## config.mk

```make
export PLATFORM = sky130hd
export DESIGN_NAME = instr_exec
export DESIGN_NICKNAME = d
export VERILOG_FILES = /design/src/instr_exec_pkg.sv /design/src/instr_exec.sv
export SDC_FILE = /design/constraint.sdc
export NUM_CORES = 1
export LEC_CHECK = 0
export ABC_AREA = 1
export BUFFER_PORTS_ARGS = -buffer_cell sky130_fd_sc_hd__buf_2
export CAP_MARGIN = 5
export CELL_PAD_IN_SITES_DETAIL_PLACEMENT = 1
export CELL_PAD_IN_SITES_GLOBAL_PLACEMENT = 2
export CORE_MARGIN = 10
export CORE_UTILIZATION = 34
export CTS_CLUSTER_DIAMETER = 40
export DETAILED_ROUTE_END_ITERATION = 10
export GPL_TIMING_DRIVEN = 0
export HOLD_SLACK_MARGIN = 0.03
export PLACE_DENSITY = 0.92
export SLEW_MARGIN = 40
export SYNTH_ARGS = -nofsm -noshare
export SYNTH_HDL_FRONTEND = slang
export SYNTH_SLANG_ARGS = --single-unit
```

## constraint.sdc

```tcl
create_clock -name clk_sys -period 5.8 [get_ports clk_sys]
set_input_delay 0.29 -clock clk_sys [delete_from_list [all_inputs] [get_ports clk_sys]]
set_output_delay 0.29 -clock clk_sys [all_outputs]
set_load 0.005 [all_outputs]
```

## src/instr_exec_pkg.sv

```systemverilog
package instr_exec_pkg;

	// ****************************************
	// register offsets (byte addresses)
	// ****************************************
	localparam logic [7:0] OFS_ACC = 8'h00;
	localparam logic [7:0] OFS_PTR0 = 8'h04;
	localparam logic [7:0] OFS_PTR1 = 8'h08;
	localparam logic [7:0] OFS_IRQ_CTRL = 8'h0c;
	localparam logic [7:0] OFS_PWR_CTRL = 8'h10;
	localparam logic [7:0] OFS_STATUS = 8'h14;
	localparam logic [7:0] OFS_PC = 8'h18;
	localparam logic [7:0] OFS_STACK = 8'h1c;

	// ****************************************
	// field positions and widths
	// ****************************************
	localparam int IRQ_ENABLE_BIT = 7;
	localparam int SOFT_RESET_FLAG_BIT = 2;
	localparam int PC_W = 15;
	localparam int LEVEL_W = 4;

	// ****************************************
	// reset values
	// ****************************************
	localparam logic [7:0] ACC_RST = 8'h00;
	localparam logic [15:0] PTR_RST = 16'h0000;
	localparam logic [7:0] IRQ_CTRL_RST = 8'h00;
	localparam logic [7:0] PWR_CTRL_RST = 8'h04;
	localparam logic [7:0] STATUS_RST = 8'h00;
	localparam logic [14:0] PC_RST = 15'h0000;
	localparam logic [3:0] LEVEL_RST = 4'h0;

	// ****************************************
	// instruction codes and address modes
	// ****************************************
	localparam logic [2:0] OP_NOP = 3'h0;
	localparam logic [2:0] OP_STORE_ACC_INDIRECT = 3'h1;
	localparam logic [2:0] OP_STORE_ACC_RELATIVE = 3'h2;
	localparam logic [2:0] OP_SOFT_RESET = 3'h3;
	localparam logic [2:0] OP_RETURN_FROM_IRQ = 3'h4;
	localparam logic [2:0] OP_RETURN_WITH_LITERAL = 3'h5;
	localparam logic [2:0] OP_RETURN = 3'h6;
	localparam logic [1:0] MODE_PRE_INC = 2'h0;
	localparam logic [1:0] MODE_PRE_DEC = 2'h1;
	localparam logic [1:0] MODE_POST_INC = 2'h2;
	localparam logic [1:0] MODE_POST_DEC = 2'h3;

	typedef enum logic {
		ST_RUN = 1'b0,
		ST_SECOND = 1'b1
	} exec_state_e;

endpackage

```

## src/instr_exec.sv

```systemverilog
`timescale 1ns/10ps

// What this block does
// - indirect store writes accumulator to pointer address
// - mode code picks pre/post increment/decrement
// - relative form: pointer plus offset, pointer kept
// - pointer wraps modulo 16 bits
// - store never touches status flags
// - soft reset resets all but power control, clears flag
// - interrupt return pops stack, two cycles
// - interrupt return sets global interrupt enable
// - literal return loads accumulator and pc, two cycles
// - plain return loads pc, flags unchanged
module instr_exec (
	// clock and reset
	input wire logic clk_sys,
	input wire logic arst_n,
	// apb slave
	input wire logic psel,
	input wire logic penable,
	input wire logic pwrite,
	input wire logic [7:0] paddr,
	input wire logic [31:0] pwdata,
	output logic [31:0] prdata,
	output logic pready,
	output logic pslverr,
	// instruction issue
	input wire logic instr_valid,
	input wire logic [2:0] instr_op,
	input wire logic instr_ptr_sel,
	input wire logic [1:0] instr_mode,
	input wire logic [5:0] instr_offset,
	input wire logic [7:0] instr_literal,
	output logic instr_ready,
	// data memory write port
	output logic mem_wr_en,
	output logic [15:0] mem_addr,
	output logic [7:0] mem_wdata,
	// hardware stack
	input wire logic [14:0] top_of_stack_entry,
	input wire logic stack_push,
	output logic stack_pop,
	output logic [3:0] stack_level,
	// core state
	output logic [14:0] pc_value,
	output logic global_irq_enable,
	output logic soft_reset_req
);

	// ****************************************
	// state
	// ****************************************
	instr_exec_pkg::exec_state_e state_reg, state_next;
	logic sreset_reg;
	logic [7:0] acc_reg, acc_next;
	logic [15:0] ptr0_reg, ptr0_next, ptr1_reg, ptr1_next;
	logic [7:0] irq_control_reg, irq_next;
	logic [7:0] power_control_reg, pwr_next;
	logic [7:0] status_reg, status_next;
	logic [14:0] pc_reg, pc_next;
	logic [3:0] level_reg, level_next;
	logic mem_wr_reg;
	logic [15:0] mem_addr_reg, mem_addr_next;
	logic [7:0] mem_wdata_reg;
	logic pop_reg;
	logic [31:0] prdata_reg, rd_mux;

	// wraps at both ends of the 16-bit range
	function automatic logic [15:0] ptr_step(input logic [15:0] ptr, input logic dec);
		ptr_step = dec ? ptr - 16'h0001 : ptr + 16'h0001;
	endfunction

	// ****************************************
	// instruction decode
	// ****************************************
	wire take = instr_valid & instr_ready;
	wire do_store = take & (instr_op == instr_exec_pkg::OP_STORE_ACC_INDIRECT);
	wire do_rel = take & (instr_op == instr_exec_pkg::OP_STORE_ACC_RELATIVE);
	wire do_sreset = take & (instr_op == instr_exec_pkg::OP_SOFT_RESET);
	wire do_irq_ret = take & (instr_op == instr_exec_pkg::OP_RETURN_FROM_IRQ);
	wire do_retlit = take & (instr_op == instr_exec_pkg::OP_RETURN_WITH_LITERAL);
	wire do_ret = take & (instr_op == instr_exec_pkg::OP_RETURN);
	wire do_pop = do_irq_ret | do_retlit | do_ret;

	// ****************************************
	// pointer and address arithmetic
	// ****************************************
	wire [15:0] sel_ptr = instr_ptr_sel ? ptr1_reg : ptr0_reg;
	wire [15:0] stepped_ptr = ptr_step(sel_ptr, instr_mode[0]);
	wire [15:0] rel_addr = sel_ptr + {{10{instr_offset[5]}}, instr_offset};
	wire post_mode = instr_mode[1];
	assign mem_addr_next = do_rel ? rel_addr : (post_mode ? sel_ptr : stepped_ptr);
	wire upd0 = do_store & ~instr_ptr_sel;
	wire upd1 = do_store & instr_ptr_sel;

	// ****************************************
	// apb decode
	// ****************************************
	wire hit_acc = (paddr == instr_exec_pkg::OFS_ACC);
	wire hit_ptr0 = (paddr == instr_exec_pkg::OFS_PTR0);
	wire hit_ptr1 = (paddr == instr_exec_pkg::OFS_PTR1);
	wire hit_irq = (paddr == instr_exec_pkg::OFS_IRQ_CTRL);
	wire hit_pwr = (paddr == instr_exec_pkg::OFS_PWR_CTRL);
	wire hit_status = (paddr == instr_exec_pkg::OFS_STATUS);
	wire hit_pc = (paddr == instr_exec_pkg::OFS_PC);
	wire hit_stack = (paddr == instr_exec_pkg::OFS_STACK);
	wire mapped = hit_acc | hit_ptr0 | hit_ptr1 | hit_irq | hit_pwr | hit_status | hit_pc
		| hit_stack;
	wire apb_wr = psel & penable & pwrite & mapped;
	assign rd_mux = hit_acc ? {24'h000000, acc_reg} :
		hit_ptr0 ? {16'h0000, ptr0_reg} :
		hit_ptr1 ? {16'h0000, ptr1_reg} :
		hit_irq ? {24'h000000, irq_control_reg} :
		hit_pwr ? {24'h000000, power_control_reg} :
		hit_status ? {24'h000000, status_reg} :
		hit_pc ? {17'h00000, pc_reg} :
		hit_stack ? {28'h0000000, level_reg} : 32'h00000000;

	// ****************************************
	// next values: soft reset, then instruction, then software
	// ****************************************
	assign acc_next = sreset_reg ? instr_exec_pkg::ACC_RST :
		do_retlit ? instr_literal :
		(apb_wr & hit_acc) ? pwdata[7:0] : acc_reg;
	assign ptr0_next = sreset_reg ? instr_exec_pkg::PTR_RST :
		upd0 ? stepped_ptr :
		(apb_wr & hit_ptr0) ? pwdata[15:0] : ptr0_reg;
	assign ptr1_next = sreset_reg ? instr_exec_pkg::PTR_RST :
		upd1 ? stepped_ptr :
		(apb_wr & hit_ptr1) ? pwdata[15:0] : ptr1_reg;
	assign irq_next = sreset_reg ? instr_exec_pkg::IRQ_CTRL_RST :
		do_irq_ret ? ((apb_wr & hit_irq) ? pwdata[7:0] : irq_control_reg)
			| (8'h01 << instr_exec_pkg::IRQ_ENABLE_BIT) :
		(apb_wr & hit_irq) ? pwdata[7:0] : irq_control_reg;
	// the flag is cleared when the soft reset is issued; power control is not reloaded by it
	assign pwr_next = do_sreset ? power_control_reg
			& ~(8'h01 << instr_exec_pkg::SOFT_RESET_FLAG_BIT) :
		(apb_wr & hit_pwr) ? pwdata[7:0] : power_control_reg;
	// status flags: software only, no instruction but soft reset changes them
	assign status_next = sreset_reg ? instr_exec_pkg::STATUS_RST :
		(apb_wr & hit_status) ? pwdata[7:0] : status_reg;
	assign pc_next = sreset_reg ? instr_exec_pkg::PC_RST :
		do_pop ? top_of_stack_entry : pc_reg;
	assign level_next = sreset_reg ? instr_exec_pkg::LEVEL_RST :
		do_pop ? level_reg - 4'h1 :
		stack_push ? level_reg + 4'h1 : level_reg;
	// returns hold issue off for one extra cycle
	assign state_next = (sreset_reg | ~do_pop) ?
		instr_exec_pkg::ST_RUN : instr_exec_pkg::ST_SECOND;

	// ****************************************
	// registers
	// ****************************************
	always_ff @(posedge clk_sys or negedge arst_n) begin
		if (!arst_n) begin
			state_reg <= instr_exec_pkg::ST_RUN;
			sreset_reg <= 1'b0;
			acc_reg <= instr_exec_pkg::ACC_RST;
			ptr0_reg <= instr_exec_pkg::PTR_RST;
			ptr1_reg <= instr_exec_pkg::PTR_RST;
			irq_control_reg <= instr_exec_pkg::IRQ_CTRL_RST;
			power_control_reg <= instr_exec_pkg::PWR_CTRL_RST;
			status_reg <= instr_exec_pkg::STATUS_RST;
			pc_reg <= instr_exec_pkg::PC_RST;
			level_reg <= instr_exec_pkg::LEVEL_RST;
		end else begin
			state_reg <= state_next;
			sreset_reg <= do_sreset;
			acc_reg <= acc_next;
			ptr0_reg <= ptr0_next;
			ptr1_reg <= ptr1_next;
			irq_control_reg <= irq_next;
			power_control_reg <= pwr_next;
			status_reg <= status_next;
			pc_reg <= pc_next;
			level_reg <= level_next;
		end
	end

	// memory write port and pop strobe, one cycle after issue
	always_ff @(posedge clk_sys or negedge arst_n) begin
		if (!arst_n) begin
			mem_wr_reg <= 1'b0;
			mem_addr_reg <= 16'h0000;
			mem_wdata_reg <= 8'h00;
			pop_reg <= 1'b0;
		end else begin
			mem_wr_reg <= do_store | do_rel;
			mem_addr_reg <= sreset_reg ? 16'h0000 :
				((do_store | do_rel) ? mem_addr_next : mem_addr_reg);
			mem_wdata_reg <= sreset_reg ? 8'h00 :
				((do_store | do_rel) ? acc_reg : mem_wdata_reg);
			pop_reg <= do_pop;
		end
	end

	// read data is captured in the setup phase
	always_ff @(posedge clk_sys or negedge arst_n) begin
		if (!arst_n) begin
			prdata_reg <= 32'h00000000;
		end else begin
			prdata_reg <= (psel & ~penable & ~pwrite) ? rd_mux : prdata_reg;
		end
	end

	// ****************************************
	// outputs
	// ****************************************
	assign instr_ready = (state_reg == instr_exec_pkg::ST_RUN) & ~sreset_reg;
	assign mem_wr_en = mem_wr_reg;
	assign mem_addr = mem_addr_reg;
	assign mem_wdata = mem_wdata_reg;
	assign stack_pop = pop_reg;
	assign stack_level = level_reg;
	assign pc_value = pc_reg;
	assign global_irq_enable = irq_control_reg[instr_exec_pkg::IRQ_ENABLE_BIT];
	assign soft_reset_req = sreset_reg;
	assign prdata = prdata_reg;
	assign pready = psel & penable;
	assign pslverr = psel & penable & ~mapped;
endmodule

```

# Word-level counts from Yosys, hierarchy flattened
# Index checks and enable logic that the tools add are counted.
# W data, S select, Z words.
[totals]
rom_bits = 0
input_bits = 82
elab_cells = 125
memories = 0
latch_bits = 0
ram_bits = 0
output_inout_bits = 82
ff_bits = 143
[classes]
add_sub_neg = 5
n_reduce_logical = 11
n_eq_ne = 13
n_lt_le_gt_ge = 0
shift = 0
div_mod_pow = 0
multipliers = 0
bitwise = 41
n_mux = 38
[op_table]
columns = ["op", "n"]
rows = [
  ["$mux W16", 15],
  ["$mux W15", 6],
  ["$mux W8", 10],
  ["$eq A8 B5 Y1 const B", 4],
  ["$and A1 B1 Y1", 22],
  ["$add A16 B1 Y16 const B", 1],
  ["$add A16 B16 Y16", 1],
  ["$eq A8 B4 Y1 const B", 2],
  ["$mux W4", 4],
  ["$sub A16 B1 Y16 const B", 1],
  ["$reduce_bool A3 Y1", 5],
  ["$or A1 B1 Y1", 11],
  ["$eq A3 B3 Y1 const B", 3],
  ["$eq A8 B3 Y1 const B", 1],
  ["$logic_not A8 Y1", 1],
  ["$not A1 Y1", 8],
  ["$reduce_bool A2 Y1", 4],
  ["$eq A3 B2 Y1 const B", 2],
  ["$mux W3", 2],
  ["$add A4 B1 Y4 const B", 1],
  ["$sub A4 B1 Y4 const B", 1],
  ["$eq A3 B1 Y1 const B", 1],
  ["$reduce_and A2 Y1", 1],
  ["$mux W1", 1],
]

# Logic depth before layout (Yosys ltp)
[logic_depth]
word_depth = 13
mapped_depth = 19
depth_no_buf = 17

# Worst setup path after synthesis
# No wires, ideal clock.
[synth_timing]
path_type = "in2reg"
startpoint = "in instr_ptr_sel"
endpoint = "reg ptr1_reg[15]"
path_buffers = 2
stages = 16
arrival_time_ns = 2.166
slack_ns = 3.518
setup_ns = 0.116
path_cell_list = "buf_4 clkbuf_1 o21ai_0 ha_1 nand2_1 inv_1 nand2_1 nand2_1 nand2_1 nand2_1 nand2_1 nand2_1 nand2_1 nand3_1 nand2_1 nand2_1"
[synth_between]
elab_chain_cells = 5
word_cells_on_any_way = 8
[synth_lines]
columns = ["item", "line_no", "rtl"]
rows = [
  ["start: declaration", "instr_exec.sv:30", "input wire logic instr_ptr_sel,"],
  ["$mux W16", "instr_exec.sv:88", "wire [15:0] sel_ptr = instr_ptr_sel ? ptr1_reg : ptr0_reg;"],
  ["$add A16 B1 Y16 or $sub A16 B1 Y16 (tied branches)", "instr_exec.sv:70", "ptr_step = dec ? ptr - 16'h0001 : ptr + 16'h0001;"],
  ["$mux W16", "instr_exec.sv:70", ""],
  ["$mux W16", "instr_exec.sv:129", "upd1 ? stepped_ptr :"],
  ["$mux W16", "instr_exec.sv:128", "assign ptr1_next = sreset_reg ? instr_exec_pkg::PTR_RST :"],
  ["end signal: assignment", "instr_exec.sv:160", "ptr1_reg <= instr_exec_pkg::PTR_RST;"],
  ["end signal: assignment", "instr_exec.sv:171", "ptr1_reg <= ptr1_next;"],
  ["end: declaration", "instr_exec.sv:56", "logic [15:0] ptr0_reg, ptr0_next, ptr1_reg, ptr1_next;"],
]
# Parallel ways exist; a longest one is shown, timed or not.
# A chain may end at the register's enable or synchronous reset.

# Worst setup path in the final report
[layout_timing]
startpoint = "reg ptr0_reg[4]"
endpoint = "reg mem_addr_reg[6] (netlist: mem_addr[6])"
[layout_between]
elab_chain_cells = 7
word_cells_on_any_way = 9
[layout_lines]
columns = ["item", "line_no", "rtl"]
rows = [
  ["start: declaration", "instr_exec.sv:56", ""],
  ["start signal: assignment", "instr_exec.sv:159", "ptr0_reg <= instr_exec_pkg::PTR_RST;"],
  ["start signal: assignment", "instr_exec.sv:170", "ptr0_reg <= ptr0_next;"],
  ["$mux W16 (*)", "instr_exec.sv:88", ""],
  ["$add A16 B1 Y16 or $sub A16 B1 Y16 (tied branches)", "instr_exec.sv:70", ""],
  ["$mux W16", "instr_exec.sv:70", ""],
  ["$mux W16", "instr_exec.sv:92", "assign mem_addr_next = do_rel ? rel_addr : (post_mode ? sel_ptr : stepped_ptr);"],
  ["$mux W16 (*)", "instr_exec.sv:92", ""],
  ["$mux W16 (*)", "instr_exec.sv:190", "((do_store | do_rel) ? mem_addr_next : mem_addr_reg);"],
  ["$mux W16 (*)", "instr_exec.sv:189", "mem_addr_reg <= sreset_reg ? 16'h0000 :"],
  ["end signal: assignment", "instr_exec.sv:189", ""],
  ["end: declaration", "instr_exec.sv:63", "logic [15:0] mem_addr_reg, mem_addr_next;"],
]
# Mark *: on every way between the ends. The rest lies on a longest branch, timed or not. The select of a mux whose other input is x is not followed.

==> results.toml <==
[sta]
maxSlewHeadroom_pct = 47.2
finalHoldViolations = 0
fin_skew_ns = 0.0112
setup_viol = 0
min_period_ns = 2.86
tns_ns = 0
final_max_slew_viol_count = 0
rsz0062_at_grt = "no"
worst_pin_slew_ns = 0.784
fmax_mhz = 350
fin_crit_sh_pct = 49.3

[floorplan]
start_util_pct = 34.5
io_pins = 164
rows = 58
die_y_um = 180
die_area_sq_um = 32400
core-area_sq_um = 25200
die_w_um = 180

[cts]
htreeDepth = 4
cts_sinks = 127
cts_tree = "yes"
clkTransAtPathRegs_ns = 0.07
insertion_delay_ns = 0.43
clockBufferDepth = 2
cts-root-buf = "clkbuf_16"
cts_buffers = 17

[logic_synthesis]
synth_cells = 1233
avgSynthCellArea_sq_um = 7.05
yosysSeqAreaShare_pct = 36.6
synth-main-ff-cell = "dfrtp_1"
yosys_warnings = 0
async_flop_share_pct = 100
synth.area.top_cells = "dfrtp_1, nand2_1, nand3_1, inv_1, o21ai_0"
synth.distinct_cells = 48
synth_area_leader_cell = "dfrtp_1"
ys_ff_latch = 127
yosys.area.top_type_share_pct = 36.3
synth_edf_count = 0
synth_area_sq_um = 8700

[route]
routedWlPerCell_um = 18.8
vias = 8888
route.antenna.remaining_nets = 0
drtPass1Iterations = 5
vias_per_cell = 5.11
wirelength_mm = 32.7
post-route-drc-count = 0
drt_iter0_drc = 659

[global_routing]
grt_pass1_vias = 9442
grt_antenna_before_repair = 1
grt_overflow = 0
grt_first_pass_wirelength_mm = 52.1
grt_max_degree = 69
track_usage_pct = 19.8

[placed_design]
io_buffers = 129
place.gp.congestion = 0.896
hpwlAfterDp_mm = 26.2

[final_layout]
nets = 1514
layout_common_cells = "nand2_1, buf_2, inv_1, nand3_1, dfrtp_1"
drive_gt1_share_pct = 18.3
final_common_cell = "nand2_1"
area_delta_synth_final_pct = 20.4

[power_and_ir_drop]
p_leak_nw = 5.67
powerDensity_nw_per_um2 = 319
internal_power_w = 0.00211
switching_power_w = 0.00124
p_comb_share_pct = 32.0
seqPwrFrac_pct = 34.0
p_sw_share_pct = 37.1
power_frac_clock_pct = 34.0
p_total_w = 0.00334
peakVddDrop_mv = 0.138

[worst_setup_path]
worstPathArrival_ns = 3.22
cp_max_fo = 4
start_kind = "register"
crit_required_ns = 6.16
cp-end-kind = "register"
path_class = "reg -> reg"

[min_path]
hold_path.class = "in -> reg"

[outcome]
run_status = "finished clean"

[run]
cap_violations = 0
## power by group through the flow
stage	Sequential, W	Combinational [W]	Clock, W
5_1_grt	0.00115	0.00122	0.00119
6_report	0.00114	0.00107	0.00114
4_1_cts	0.00114	0.00108	0.00115
2_1_floorplan	0.00113	0.000666	0
3_3_place_gp	0.00115	0.00103	0
3_5_place_dp	0.00115	0.00107	0
## area by class of cell
type / instances / area [sq um]
repair buffers: 131 / 693
inverters: 152 / 583
plain buffers: 47 / 290
flip-flops and latches: 127 / 3180
fillers: 3274 / 14700
well taps: 330 / 413
clock buffers: 19 / 453
clock inverters: 12 / 159
multi-input cells: 922 / 4700
diodes: 1 / 2.50
## what timing repair did
item | CTS | global route
hold buffers | 1 | 0
gates resized for setup | 0 | 0
endpoints found under the hold margin | 67 | 0
setup buffers | 0 | 0
setup endpoints to repair | 0 | 0
## kinds of logic after synthesis
logic type	count (synthesis)	synth area share [%]
AND/OR/NAND/NOR	655	33.9
other	1	0.0431
AO/OA/AOI/OAI	204	13.0
flip-flops	127	36.6
XOR/XNOR	13	1.31
buffers and inverters	199	10.0
adder cells (fa/ha/maj)	34	5.15
## per-layer routing
layer  vias up  share of wire (%)  GRT usage, %
li1       4299                  -             -
met1      4350                 47          26.3
met2       198                 46          32.5
met3        39                5.0          3.65
met4         2                1.6          4.93
met5         -              0.021             0
## worst max-delay path: stages (launching register included)
cell     delay [ns]
dfrtp_1        0.32
inv_1          0.06
o21ai_0        0.62
ha_1           0.41
nand2_1        0.11
inv_1          0.06
a21oi_1        0.24
nand2_1        0.15
xnor2_1        0.21
o21ai_0        0.40
nand3_1        0.13
nand2_1        0.08
## cell usage after synthesis (3+ instances only)
master / instances
o21ai_1: 15
a22o_1: 6
o22ai_1: 5
nand3_2: 5
fa_1: 3
a22oi_1: 4
nand2_4: 6
ha_1: 31
nor2_1: 62
xnor2_1: 7
nor3_1: 14
clkbuf_1: 12
xor2_1: 6
buf_6: 4
buf_2: 10
inv_1: 132
nor2_2: 10
o21bai_1: 4
inv_2: 15
o21ai_0: 90
nand4_1: 10
buf_4: 19
nand3_1: 126
a21oi_1: 62
nor2_8: 4
inv_4: 5
nor2_4: 6
o21ai_2: 5
o211ai_1: 8
nand2_1: 401
dfrtp_1: 126
## worst paths after layout
kind / from / to / cells after the start / slack [ns]
worst max-delay path: ptr0_reg[4] / mem_addr[6] / 11 / 2.94
worst min-delay path: top_of_stack_entry[11] / pc_value[11] / 3 / 0.07
worst max register to register: ptr0_reg[4] / mem_addr[6] / 11 / 2.94
worst min register to register: mem_addr[7] / mem_addr[7] / 2 / 0.47
max in group asynchronous: arst_n / power_control_reg[2] / 3 / 4.64
min in group asynchronous: arst_n / acc_reg[2] / 2 / 0.42
## through the flow
step	hold slack [ns]	instance area [sq um]	cells	setup WS (ns)	utilization, %
global route	0.0773	10500	1740	2.72	41.6
CTS	0.0597	10500	1740	2.97	41.6
detailed placement	0.295	9850	1708	2.66	39.1
finish	0.0657	10500	1741	2.94	41.6
global placement	0.457	9810	1707	2.59	39.0
floorplan	-0.00559	8750	1248	3.52	-
No activity file was read; power rests on OpenSTA's default activity.
